`config.mk`:
```
export PLATFORM = sky130hd
export DESIGN_NAME = meter_pulse_and_serial_timing
export DESIGN_NICKNAME = d
export VERILOG_FILES = /design/src/hdl/meter_pulse_and_serial_timing.v /design/src/hdl/pulse_shaper.v
export VERILOG_INCLUDE_DIRS = /design/src /design/src/hdl
export SDC_FILE = /design/constraint.sdc
export NUM_CORES = 1
export LEC_CHECK = 0
export BUFFER_PORTS_ARGS = -buffer_cell sky130_fd_sc_hd__buf_4
export CORE_MARGIN = 10
export CORE_UTILIZATION = 39
export DETAILED_ROUTE_END_ITERATION = 16
export GPL_ROUTABILITY_DRIVEN = 0
export PLACE_DENSITY = 0.61
export SLEW_MARGIN = 40
export SYNTH_ARGS = -nofsm -noshare
export SYNTH_HDL_FRONTEND = slang
export SYNTH_SLANG_ARGS = --single-unit
export TNS_END_PERCENT = 50
```
`constraint.sdc`:
```
create_clock -name i_core_clk -period 13.25 [get_ports i_core_clk]
set_clock_uncertainty 0.05 [all_clocks]
set_input_delay 1.9875 -clock i_core_clk [delete_from_list [all_inputs] [get_ports i_core_clk]]
set_output_delay 1.9875 -clock i_core_clk [all_outputs]
set_load 0.03 [all_outputs]
```
`src/hdl/meter_pulse_consts.vh`:
```
// timing counts and codes for the metering pulse and serial timing block
`ifndef METER_PULSE_CONSTS_VH
`define METER_PULSE_CONSTS_VH
// counter-drive low width, master-clock periods
`define COUNTER_LOW_WIDTH 984376
// calibration pulse width, master-clock periods
`define CALIB_WIDTH 322160
// fixed calibration width for select code 0,1,1
`define CALIB_FIXED_WIDTH 64
`define CALIB_FIXED_CODE 3'h3
// data-ready strobe width, master-clock periods
`define READY_STROBE_WIDTH 4
// serial-mode entry window, master-clock periods
`define ENTRY_CODE_DEADLINE 32
`define ENTRY_CODE_EARLIEST 1
// serial-mode entry code and its length
`define ENTRY_CODE_BITS 8
`define ENTRY_CODE_VALUE 8'hA4
`endif

```
`src/hdl/meter_pulse_and_serial_timing.v`:
```
// pulse width, strobe and serial-mode pin sharing logic of a meter front end
// ****************************************************************
// Overview of operation
// ready strobe lasts exactly four clock periods
// host finishes entry code within 32 periods
// host starts entry code after one period
// counter-drive low width halves on short periods
// calibration width halves on short periods
// select code 0,1,1 fixes width at 64
// serial pins double as frequency selects
// data output carries read data or negative flag
// counter-drive low width is 984376 periods
// calibration pulse width is 322160 periods
// high-pass input enables both offset filters
// negative flag updates on calibration rising edge
// entry window from master clear, sampled rising clock
// ****************************************************************
`timescale 1ns/1ps
`include "meter_pulse_consts.vh"
module meter_pulse_and_serial_timing #(
  parameter CW = 21,
  parameter COUNTER_LOW_WIDTH = `COUNTER_LOW_WIDTH,
  parameter CALIB_WIDTH = `CALIB_WIDTH
) (
  input wire i_core_clk,
  input wire i_reset,
  input wire i_master_clear_n,
  input wire i_offset_filter_enable,
  input wire i_sck_freq_sel_hi,
  input wire i_sdi_freq_sel_mid,
  input wire i_cs_n_freq_sel_lo,
  input wire i_counter_event,
  input wire i_calib_event,
  input wire i_power_negative,
  input wire i_sample_ready,
  input wire i_read_data,
  output reg o_calib_pulse_out,
  output reg o_counter_drive_a,
  output reg o_counter_drive_b,
  output reg o_sdo_negative,
  output reg o_ready_strobe,
  output reg o_serial_mode,
  output reg o_filter_ch0_enable,
  output reg o_filter_ch1_enable,
  output reg [2:0] o_freq_sel
);
  // ****************************************************************
  // pin synchronisers
  // ****************************************************************
  reg [4:0] sync1_reg;
  reg [4:0] sync2_reg;
  always @(posedge i_core_clk or posedge i_reset) begin
    if (i_reset) begin
      sync1_reg <= 5'h00;
      sync2_reg <= 5'h00;
    end else begin
      sync1_reg <= {i_master_clear_n, i_offset_filter_enable,
                    i_sck_freq_sel_hi, i_sdi_freq_sel_mid,
                    i_cs_n_freq_sel_lo};
      sync2_reg <= sync1_reg;
    end
  end
  wire clear_n_s = sync2_reg[4];
  wire filt_s = sync2_reg[3];
  wire sck = sync2_reg[2];
  wire sdi = sync2_reg[1];
  wire cs_n = sync2_reg[0];
  wire clr = i_reset | ~clear_n_s;

  // ****************************************************************
  // serial-mode entry
  // ****************************************************************
  reg [5:0] win_reg;
  reg sck_d_reg;
  reg [`ENTRY_CODE_BITS-1:0] code_reg;
  reg [3:0] nbits_reg;
  reg entry_done_reg;
  wire sck_rise = sck & ~sck_d_reg;
  wire [`ENTRY_CODE_BITS-1:0] code_next = {code_reg[`ENTRY_CODE_BITS-2:0],
                                           sdi};
  // window counter runs from release of master clear
  always @(posedge i_core_clk or posedge i_reset) begin
    if (i_reset) begin
      win_reg <= 6'h00;
      sck_d_reg <= 1'b0;
      code_reg <= {`ENTRY_CODE_BITS{1'b0}};
      nbits_reg <= 4'h0;
      entry_done_reg <= 1'b0;
      o_serial_mode <= 1'b0;
    end else if (!clear_n_s) begin
      win_reg <= 6'h00;
      sck_d_reg <= sck;
      code_reg <= {`ENTRY_CODE_BITS{1'b0}};
      nbits_reg <= 4'h0;
      entry_done_reg <= 1'b0;
      o_serial_mode <= 1'b0;
    end else begin
      sck_d_reg <= sck;
      if (win_reg != 6'h3F)
        win_reg <= win_reg + 6'h01;
      // bits before the earliest time or after the deadline are ignored
      if (!entry_done_reg && sck_rise && !cs_n &&
          win_reg >= `ENTRY_CODE_EARLIEST &&
          win_reg < `ENTRY_CODE_DEADLINE) begin
        code_reg <= code_next;
        nbits_reg <= nbits_reg + 4'h1;
        if (nbits_reg == `ENTRY_CODE_BITS - 1) begin
          entry_done_reg <= 1'b1;
          o_serial_mode <= (code_next == `ENTRY_CODE_VALUE);
        end
      end
      if (win_reg >= `ENTRY_CODE_DEADLINE)
        entry_done_reg <= 1'b1;
    end
  end

  // ****************************************************************
  // pin sharing, filters and negative flag
  // ****************************************************************
  reg calib_d_reg;
  reg minus_reg;
  always @(posedge i_core_clk or posedge i_reset) begin
    if (i_reset) begin
      o_freq_sel <= 3'h0;
      o_filter_ch0_enable <= 1'b0;
      o_filter_ch1_enable <= 1'b0;
      o_sdo_negative <= 1'b0;
      calib_d_reg <= 1'b0;
      minus_reg <= 1'b0;
    end else begin
      if (!o_serial_mode)
        o_freq_sel <= {sck, sdi, cs_n};
      o_filter_ch0_enable <= filt_s;
      o_filter_ch1_enable <= filt_s;
      calib_d_reg <= o_calib_pulse_out;
      if (clr)
        minus_reg <= 1'b0;
      else if (o_calib_pulse_out && !calib_d_reg)
        minus_reg <= i_power_negative;
      o_sdo_negative <= o_serial_mode ? i_read_data : minus_reg;
    end
  end

  // ****************************************************************
  // data-ready strobe
  // ****************************************************************
  reg [2:0] dr_cnt_reg;
  localparam [31:0] DR_LOAD = `READY_STROBE_WIDTH - 1;
  // strobe stands four cycles, requests while it stands are ignored
  always @(posedge i_core_clk or posedge i_reset) begin
    if (i_reset) begin
      dr_cnt_reg <= 3'h0;
      o_ready_strobe <= 1'b0;
    end else if (!clear_n_s) begin
      dr_cnt_reg <= 3'h0;
      o_ready_strobe <= 1'b0;
    end else if (dr_cnt_reg != 3'h0) begin
      dr_cnt_reg <= dr_cnt_reg - 3'h1;
      o_ready_strobe <= 1'b1;
    end else if (i_sample_ready && !o_ready_strobe) begin
      dr_cnt_reg <= DR_LOAD[2:0];
      o_ready_strobe <= 1'b1;
    end else begin
      o_ready_strobe <= 1'b0;
    end
  end

  // ****************************************************************
  // pulse outputs
  // ****************************************************************
  localparam [31:0] FIX_LOAD = `CALIB_FIXED_WIDTH - 1;
  wire cal_fixed = (o_freq_sel == `CALIB_FIXED_CODE);
  wire [CW-1:0] cal_width = CALIB_WIDTH[CW-1:0];
  wire cal_active;
  wire cnt_active;
  reg side_reg;
  reg [CW-1:0] fix_cnt_reg;
  reg fix_active_reg;
  // fixed-width calibration pulse, never halved by a short period
  always @(posedge i_core_clk or posedge i_reset) begin
    if (i_reset) begin
      fix_cnt_reg <= {CW{1'b0}};
      fix_active_reg <= 1'b0;
    end else if (!clear_n_s) begin
      fix_cnt_reg <= {CW{1'b0}};
      fix_active_reg <= 1'b0;
    end else if (i_calib_event) begin
      fix_cnt_reg <= FIX_LOAD[CW-1:0];
      fix_active_reg <= 1'b1;
    end else if (fix_cnt_reg != {CW{1'b0}}) begin
      fix_cnt_reg <= fix_cnt_reg - {{(CW-1){1'b0}}, 1'b1};
    end else begin
      fix_active_reg <= 1'b0;
    end
  end
  // calibration pulse, halved on short periods
  pulse_shaper #(.CW(CW)) u_calib (
    .i_core_clk(i_core_clk),
    .i_reset(clr),
    .i_trigger(i_calib_event),
    .i_width(cal_width),
    .o_active(cal_active)
  );
  // counter-drive low phase, halved on short periods
  pulse_shaper #(.CW(CW)) u_count (
    .i_core_clk(i_core_clk),
    .i_reset(clr),
    .i_trigger(i_counter_event),
    .i_width(COUNTER_LOW_WIDTH[CW-1:0]),
    .o_active(cnt_active)
  );
  // the two counter outputs alternate pulses, idle high
  always @(posedge i_core_clk or posedge i_reset) begin
    if (i_reset) begin
      side_reg <= 1'b0;
      o_counter_drive_a <= 1'b1;
      o_counter_drive_b <= 1'b1;
      o_calib_pulse_out <= 1'b0;
    end else begin
      if (i_counter_event)
        side_reg <= ~side_reg;
      o_counter_drive_a <= ~(cnt_active & ~side_reg);
      o_counter_drive_b <= ~(cnt_active & side_reg);
      o_calib_pulse_out <= cal_fixed ? fix_active_reg : cal_active;
    end
  end
endmodule

```
`src/hdl/pulse_shaper.v`:
```
// one pulse output stretched to a fixed or half-period width
`timescale 1ns/1ps
module pulse_shaper #(
  parameter CW = 21
) (
  input wire i_core_clk,
  input wire i_reset,
  input wire i_trigger,
  input wire [CW-1:0] i_width,
  output reg o_active
);
  reg [CW-1:0] cnt_reg;
  reg [CW-1:0] period_reg;
  reg [CW-1:0] width_now;

  // width is the nominal one, or half the last period if that is shorter
  always @* begin
    width_now = i_width;
    if ({1'b0, period_reg[CW-1:1]} < i_width &&
        period_reg != {CW{1'b1}})
      width_now = {1'b0, period_reg[CW-1:1]};
    if (width_now == {CW{1'b0}})
      width_now = {{(CW-1){1'b0}}, 1'b1};
  end

  // measure the period between triggers and time the active phase
  always @(posedge i_core_clk or posedge i_reset) begin
    if (i_reset) begin
      cnt_reg <= {CW{1'b1}}; // saturated: no period measured yet
      period_reg <= {CW{1'b1}};
      o_active <= 1'b0;
    end else begin
      if (i_trigger) begin
        // count holds cycles since last trigger minus one
        if (cnt_reg == {CW{1'b1}})
          period_reg <= cnt_reg;
        else
          period_reg <= cnt_reg + {{(CW-1){1'b0}}, 1'b1};
        cnt_reg <= {CW{1'b0}};
        o_active <= 1'b1;
      end else begin
        if (cnt_reg != {CW{1'b1}})
          cnt_reg <= cnt_reg + {{(CW-1){1'b0}}, 1'b1};
        if (o_active && cnt_reg >= width_now - {{(CW-1){1'b0}}, 1'b1})
          o_active <= 1'b0;
      end
    end
  end
endmodule

```
==> impl_metrics.yaml, run 1 <==
power_and_ir_drop:
  p_seq_frac: 0.437
  swShare: 0.288
  intPower_uw: 853
  cellPowerDensity_mw_per_mm2: 122
  p_clk_frac: 0.427
  combPwrFrac: 0.136
  power_switching_uw: 345
  p_leak_uw: 0.00399
  ir_drop_uv: 91.9
grt:
  track_usage: 0.133
  grt_max_degree: 70
  grt_pass1_vias: 6416
  antenna_found_initial: 0
  overflow: 0
  grt_first_pass_wirelength_mm: 31.7
finish:
  nets: 981
  fin_cells: 1208
  n_antenna_cell: 0
  layout_common_cells: "117 x nor2_1, 84 x dfstp_2, 70 x a21oi_1, 67 x dfrtp_1, 60 x nand2_1"
  layout-drive-gt1-share: 0.189
  multiInputGateArea_sq_mm: 0.00464
  fillerInstances: 2158
  final_common_cell: "nor2_1"
  seqCellArea_sq_mm: 0.00388
  postLayoutCellArea_sq_mm: 0.00979
  syn2layout_area_growth_pct: 12.5
floorplanning:
  ios: 23
  start_util: 0.397
  num_rows: 54
  dieArea_sq_mm: 0.0287
  core_area_sq_mm: 0.0219
  die_w_um: 169
  die_y_um: 169
critical_path:
  cp.required_ns: 13.53
  endpoint_kind: "flop"
  crit-reg2reg-launch: "u_calib.period_reg[11]"
  critPathLaunchType: "flop"
  worstReg2RegEnd: "u_calib.o_active"
  regToRegSetupSlack_ns: 8.71
  crit_type: "flop to flop"
  worstPathArrival_ns: 4.82
  path_max_fanout: 11
  r2r_cells: 17
min_path:
  whs_path_depth: 0
  hold_path.class: "flop to flop"
  hold_start: "sync1_reg[4]"
  hold_end: "sync2_reg[4]"
placement:
  placed_cell_area_sq_mm: 0.00917
  dp_cells: 1176
  portBuffers: 22
  hpwl_mm: 12.9
yosys:
  async_flop_share: 1.00
  ys_seq_elements: 151
  ys_seq_area_frac: 0.446
  syn_avg_cell_area_sq_um: 9.62
  synth-compound-area-share: 0.126
  synth-xor-area-share: 0.0675
  netlist_area_sq_mm: 0.00870
  synth-simple-area-share: 0.225
  ys.flop_type: "dfstp_2"
  synth_edf_count: 0
  synthCells: 904
  yosysWarnings: 0
  yosysUniqueCellTypes: 68
  synth_mux_area_frac: 0.0299
  synth_fa_ha_area_frac: 0.0777
  synth_top_family_by_area: "simple AND/OR/NAND/NOR gates"
  syn_nets: 970
drt:
  drtPass1Iterations: 5
  num_vias: 6561
  routedWlPerCell_um: 15.5
  drt_iter0_drc: 392
  vias_per_cell: 5.43
  wirelength_mm: 18.7
  drc_errors: 0
  postRouteAntennaNets: 0
sta:
  tightest_slew_ns: 0.779
  setup_tns_ns: 0
  fin_crit_ns: 4.54
  max_freq_mhz: 220
  finalMaxSlewViolations: 0
  period_share: 0.343
  hold_viol: 0
  rsz0062_at_grt: "false"
  setup_viol: 0
  max-slew-margin-rel: 0.479
clock_network:
  clkSlewWorstSetupHoldPaths_ns: 0.07
  cts_tree: "yes"
  cts_resized: 0
  post_cts_buffers: 0
  cts_buffers: 17
  clk_latency_ns: 0.43
  h-tree-depth: 4
  clockBufferDepth: 2
  clock-sinks: 151
  clockRootBuffer: "clkbuf_16"
  holdBufCountCts: 0
outcome:
  status: "completed"
run:
  max_cap_violations: 0
## per-stage QoR
| step | util | power, uW | setup WS [ns] | hold slack [ns] |
|---|---|---|---|---|
| 2_1_floorplan | - | 652 | 6.26 | 0.281 |
| 3_3_place_gp | 0.417 | 691 | 8.97 | 0.281 |
| 3_5_place_dp | 0.419 | 695 | 8.77 | 0.285 |
| 4_1_cts | 0.447 | 1210 | 8.74 | 0.300 |
| 5_1_grt | 0.447 | 1260 | 8.15 | 0.306 |
| 6_report | 0.447 | 1200 | 8.71 | 0.300 |
## final cells by class
cell class	count	area share
clock inverters	14	0.0189
well taps	280	0.0358
clock buffers	18	0.0438
repair buffers	29	0.0226
multi-input cells	694	0.474
flip-flops and latches	151	0.397
inverters	22	0.00844
## logic make-up (layout without fill, tap and decap cells)
kind of cell	count (synthesis)	in the layout
multiplexers	25	25
other	1	1
buffers and inverters	59	83
XOR/XNOR	67	67
flip-flops	151	151
AND/OR/NAND/NOR	372	372
AO/OA/AOI/OAI	175	175
adder cells (fa/ha/maj)	54	54
## routing by layer
metal | vias up | wire, um | global-route usage
met5 | - | 0 | 0
met4 | 0 | 290 | 0.0368
met3 | 23 | 453 | 0.0294
met2 | 73 | 8800 | 0.211
met1 | 3209 | 9120 | 0.179
li1 | 3256 | - | -
## worst max-delay path: stages, from the launching register on
cell and delay (ns):
dfstp_2 0.57, o21ai_0 0.13, a211oi_1 0.22, o21ai_0 0.20, nor2b_1 0.32, o21ai_0 0.18
ha_1 0.24, nor3b_1 0.44, nand2_1 0.31, or3_1 0.39, xnor2_1 0.15, nand2_1 0.08
ha_1 0.35, a21oi_1 0.14, o21ai_0 0.12, a211oi_1 0.25, a211oi_1 0.11, o31ai_1 0.20
## cells in the mapped netlist, types with 22 or more instances
master    count  area (sq um)
nor2_1      117           439
dfstp_2      84          2210
a21oi_1      70           350
dfrtp_1      67          1680
nand2_1      60           225
ha_1         54           676
xor2_1       37           324
clkbuf_1     30           113
xnor2_1      30           263
nand3_1      29           145
o21ai_0      29           145
nor2b_1      27           169
inv_1        22          82.6
nor3_1       22           110
## worst max path at each step
stage	from	endpoint	slack, ns	depth (start not counted)
5_1_grt	u_calib.period_reg[15]	u_calib.o_active	8.15	17
6_report	u_calib.period_reg[11]	u_calib.o_active	8.71	17
2_1_floorplan	i_reset	u_calib.o_active	6.26	1
4_1_cts	u_calib.period_reg[11]	u_calib.o_active	8.74	17
3_5_place_dp	u_calib.period_reg[11]	u_calib.o_active	8.77	17
3_3_place_gp	u_calib.period_reg[11]	u_calib.o_active	8.97	17
## power by group through the flow
stage | Combinational [uW] | Clock, uW | Sequential, uW
global route | 186 | 543 | 528
global placement | 161 | 0 | 530
CTS | 165 | 522 | 524
floorplan | 118 | 0 | 533
detailed placement | 164 | 0 | 531
finish | 163 | 511 | 524
Note: power is estimated with default switching activity, not from simulation.
==> run 2, diff against run 1 <==
==> constraint.sdc (replaced) <==
create_clock -name i_core_clk -period 4.5 [get_ports i_core_clk]
set_clock_uncertainty 0.05 [all_clocks]
set_input_delay 0.675 -clock i_core_clk [delete_from_list [all_inputs] [get_ports i_core_clk]]
set_output_delay 0.675 -clock i_core_clk [all_outputs]
set_load 0.03 [all_outputs]
==> run 2 against run 1 <==
  * Utilization up 0.24 points
  * Sequential power rose to 2.9 times the previous value
  * Design area up 0.54%
  * Non-clock buffer count up 9
  * Flip-flop and latch count unchanged
  * Critical path depth down 1
  * Via count down 0.18%
  * Cell count up 0.66%
  * Critical path type unchanged
  * Critical endpoint is now u_count.o_active
==> impl_metrics.yaml, run 2 (synthesis gave the netlist of run 1 again) <==
outcome:
  status: "completed"
clock_network:
  h-tree-depth: 4
  clkSlewWorstSetupHoldPaths_ns: 0.07
  cts_tree: "yes"
  cts_resized: 0
  post_cts_buffers: 0
  clockRootBuffer: "clkbuf_16"
  holdBufCountCts: 0
  clockBufferDepth: 2
  clock-sinks: 151
  clk_latency_ns: 0.43
  cts_buffers: 17
sta:
  finalMaxSlewViolations: 0
  setup_viol: 0
  hold_viol: 0
  setup_tns_ns: 0
  fin_crit_ns: 4.11
  max-slew-margin-rel: 0.455
  period_share: 0.913
  whs_ns: 0.299
  tightest_slew_ns: 0.812
  rsz0062_at_grt: "false"
  max_freq_mhz: 243
power_and_ir_drop:
  combPwrFrac: 0.139
  intPower_uw: 2520
  p_clk_frac: 0.420
  swShare: 0.282
  cellPowerDensity_mw_per_mm2: 356
  p_seq_frac: 0.441
  ir_drop_uv: 201
  p_leak_uw: 0.00402
  power_switching_uw: 987
critical_path:
  slowest_delay_ns: 0.67
  worstPathCellList: "or3_1 -> or4b_2 -> nor2b_1 -> a21oi_1 -> ha_1 -> nor3b_2 -> and2_1 -> and3_1 -> nand2_1 -> xor2_1 -> ha_1 -> a211oi_1 -> nor2_1 -> nor3b_1 -> o211ai_1 -> o21ai_0"
  worstSetupPathDepth: 16
  critPathLaunchType: "flop"
  path_max_fanout: 4
  crit_type: "flop to flop"
  path_buf_inv: 0
  cp.required_ns: 4.79
  endpoint_kind: "flop"
  worstPathArrival_ns: 4.40
  r2r_cells: 16
  cpMostUsedCell: "ha_1"
  cp_top_family: "simple AND/OR/NAND/NOR gates"
  critPathSlowestCell: "or4b_2"
finish:
  n_antenna_cell: 0
  final_common_cell: "nor2_1"
  nets: 990
  layout-drive-gt1-share: 0.197
  layout_common_cells: "117 x nor2_1, 84 x dfstp_2, 70 x a21oi_1, 67 x dfrtp_1, 60 x nand2_1"
  syn2layout_area_growth_pct: 13.1
  postLayoutCellArea_sq_mm: 0.00984
  final_util: 0.450
min_path:
  hold_path.class: "flop to flop"
  whs_path_depth: 0
drt:
  postRouteAntennaNets: 0
  drtPass1Iterations: 4
  drt_iter0_drc: 436
  vias_per_cell: 5.39
  num_vias: 6549
  routedWlPerCell_um: 15.5
  wirelength_mm: 18.8
  drc_errors: 0
placement:
  portBuffers: 22
  hpwl_mm: 13.2
  placed_cell_area_sq_mm: 0.00922
grt:
  antenna_found_initial: 0
  grt_pass1_vias: 6399
  grt_max_degree: 70
  grt_first_pass_wirelength_mm: 32.5
  overflow: 0
  track_usage: 0.136
floorplanning:
  die_y_um: 169
  dieArea_sq_mm: 0.0287
  start_util: 0.397
  core_area_sq_mm: 0.0219
  die_w_um: 169
  num_rows: 54
  ios: 23
run:
  max_cap_violations: 0
## run 2: path summary, 6_finish.rpt
check,startpoint,to,slack [ns]
setup / recovery,u_count.period_reg[14],u_count.o_active,0.39
hold / removal,sync1_reg[0],sync2_reg[0],0.30
setup reg to reg,u_count.period_reg[14],u_count.o_active,0.39
hold reg to reg,sync1_reg[0],sync2_reg[0],0.30
max in group asynchronous,sync2_reg[4],u_count.period_reg[2],2.91
min in group asynchronous,i_reset,fix_cnt_reg[5],0.31
## run 2: power groups by stage
stage | clock network [uW] | registers [uW] | logic (uW)
after floorplan | 0 | 1570 | 349
after global placement | 0 | 1560 | 483
after detailed placement | 0 | 1570 | 489
after CTS | 1500 | 1540 | 492
after global routing | 1570 | 1560 | 561
final | 1470 | 1540 | 489
## run 2: metal layers
| layer | vias up | global-route usage | routed length [um] |
|---|---|---|---|
| met2 | 59 | 0.210 | 8840 |
| met1 | 3193 | 0.187 | 9330 |
| met5 | - | 0 | 0 |
| met3 | 16 | 0.0301 | 464 |
| li1 | 3281 | - | - |
| met4 | 0 | 0.0338 | 210 |
## run 2: stage by stage
step	setup slack (ns)	cells	power [uW]
floorplan	0.381	904	1920
global placement	0.485	1185	2050
detailed placement	0.371	1185	2050
CTS	0.348	1216	3540
global route	0.0936	1216	3680
finish	0.392	1216	3500
## run 2: area by class of cell
cell class | count | area (sq um)
fill | 2106 | 12000
multi-input combinational | 694 | 4630
sequential | 151 | 3880
clock buffer | 18 | 439
tap | 280 | 350
timing repair buffer | 38 | 285
clock inverter | 13 | 164
inverter | 22 | 85.1
## run 2: worst register-to-register path: cells and delay by family (launching register included)
family,cells,cell delay (ns)
and+or+nand+nor,9,2.34
adders and majority gates,2,0.48
xor gates and xnor gates,1,0.15
AOI/OAI and AO/OA,4,0.63
DFF,1,0.38
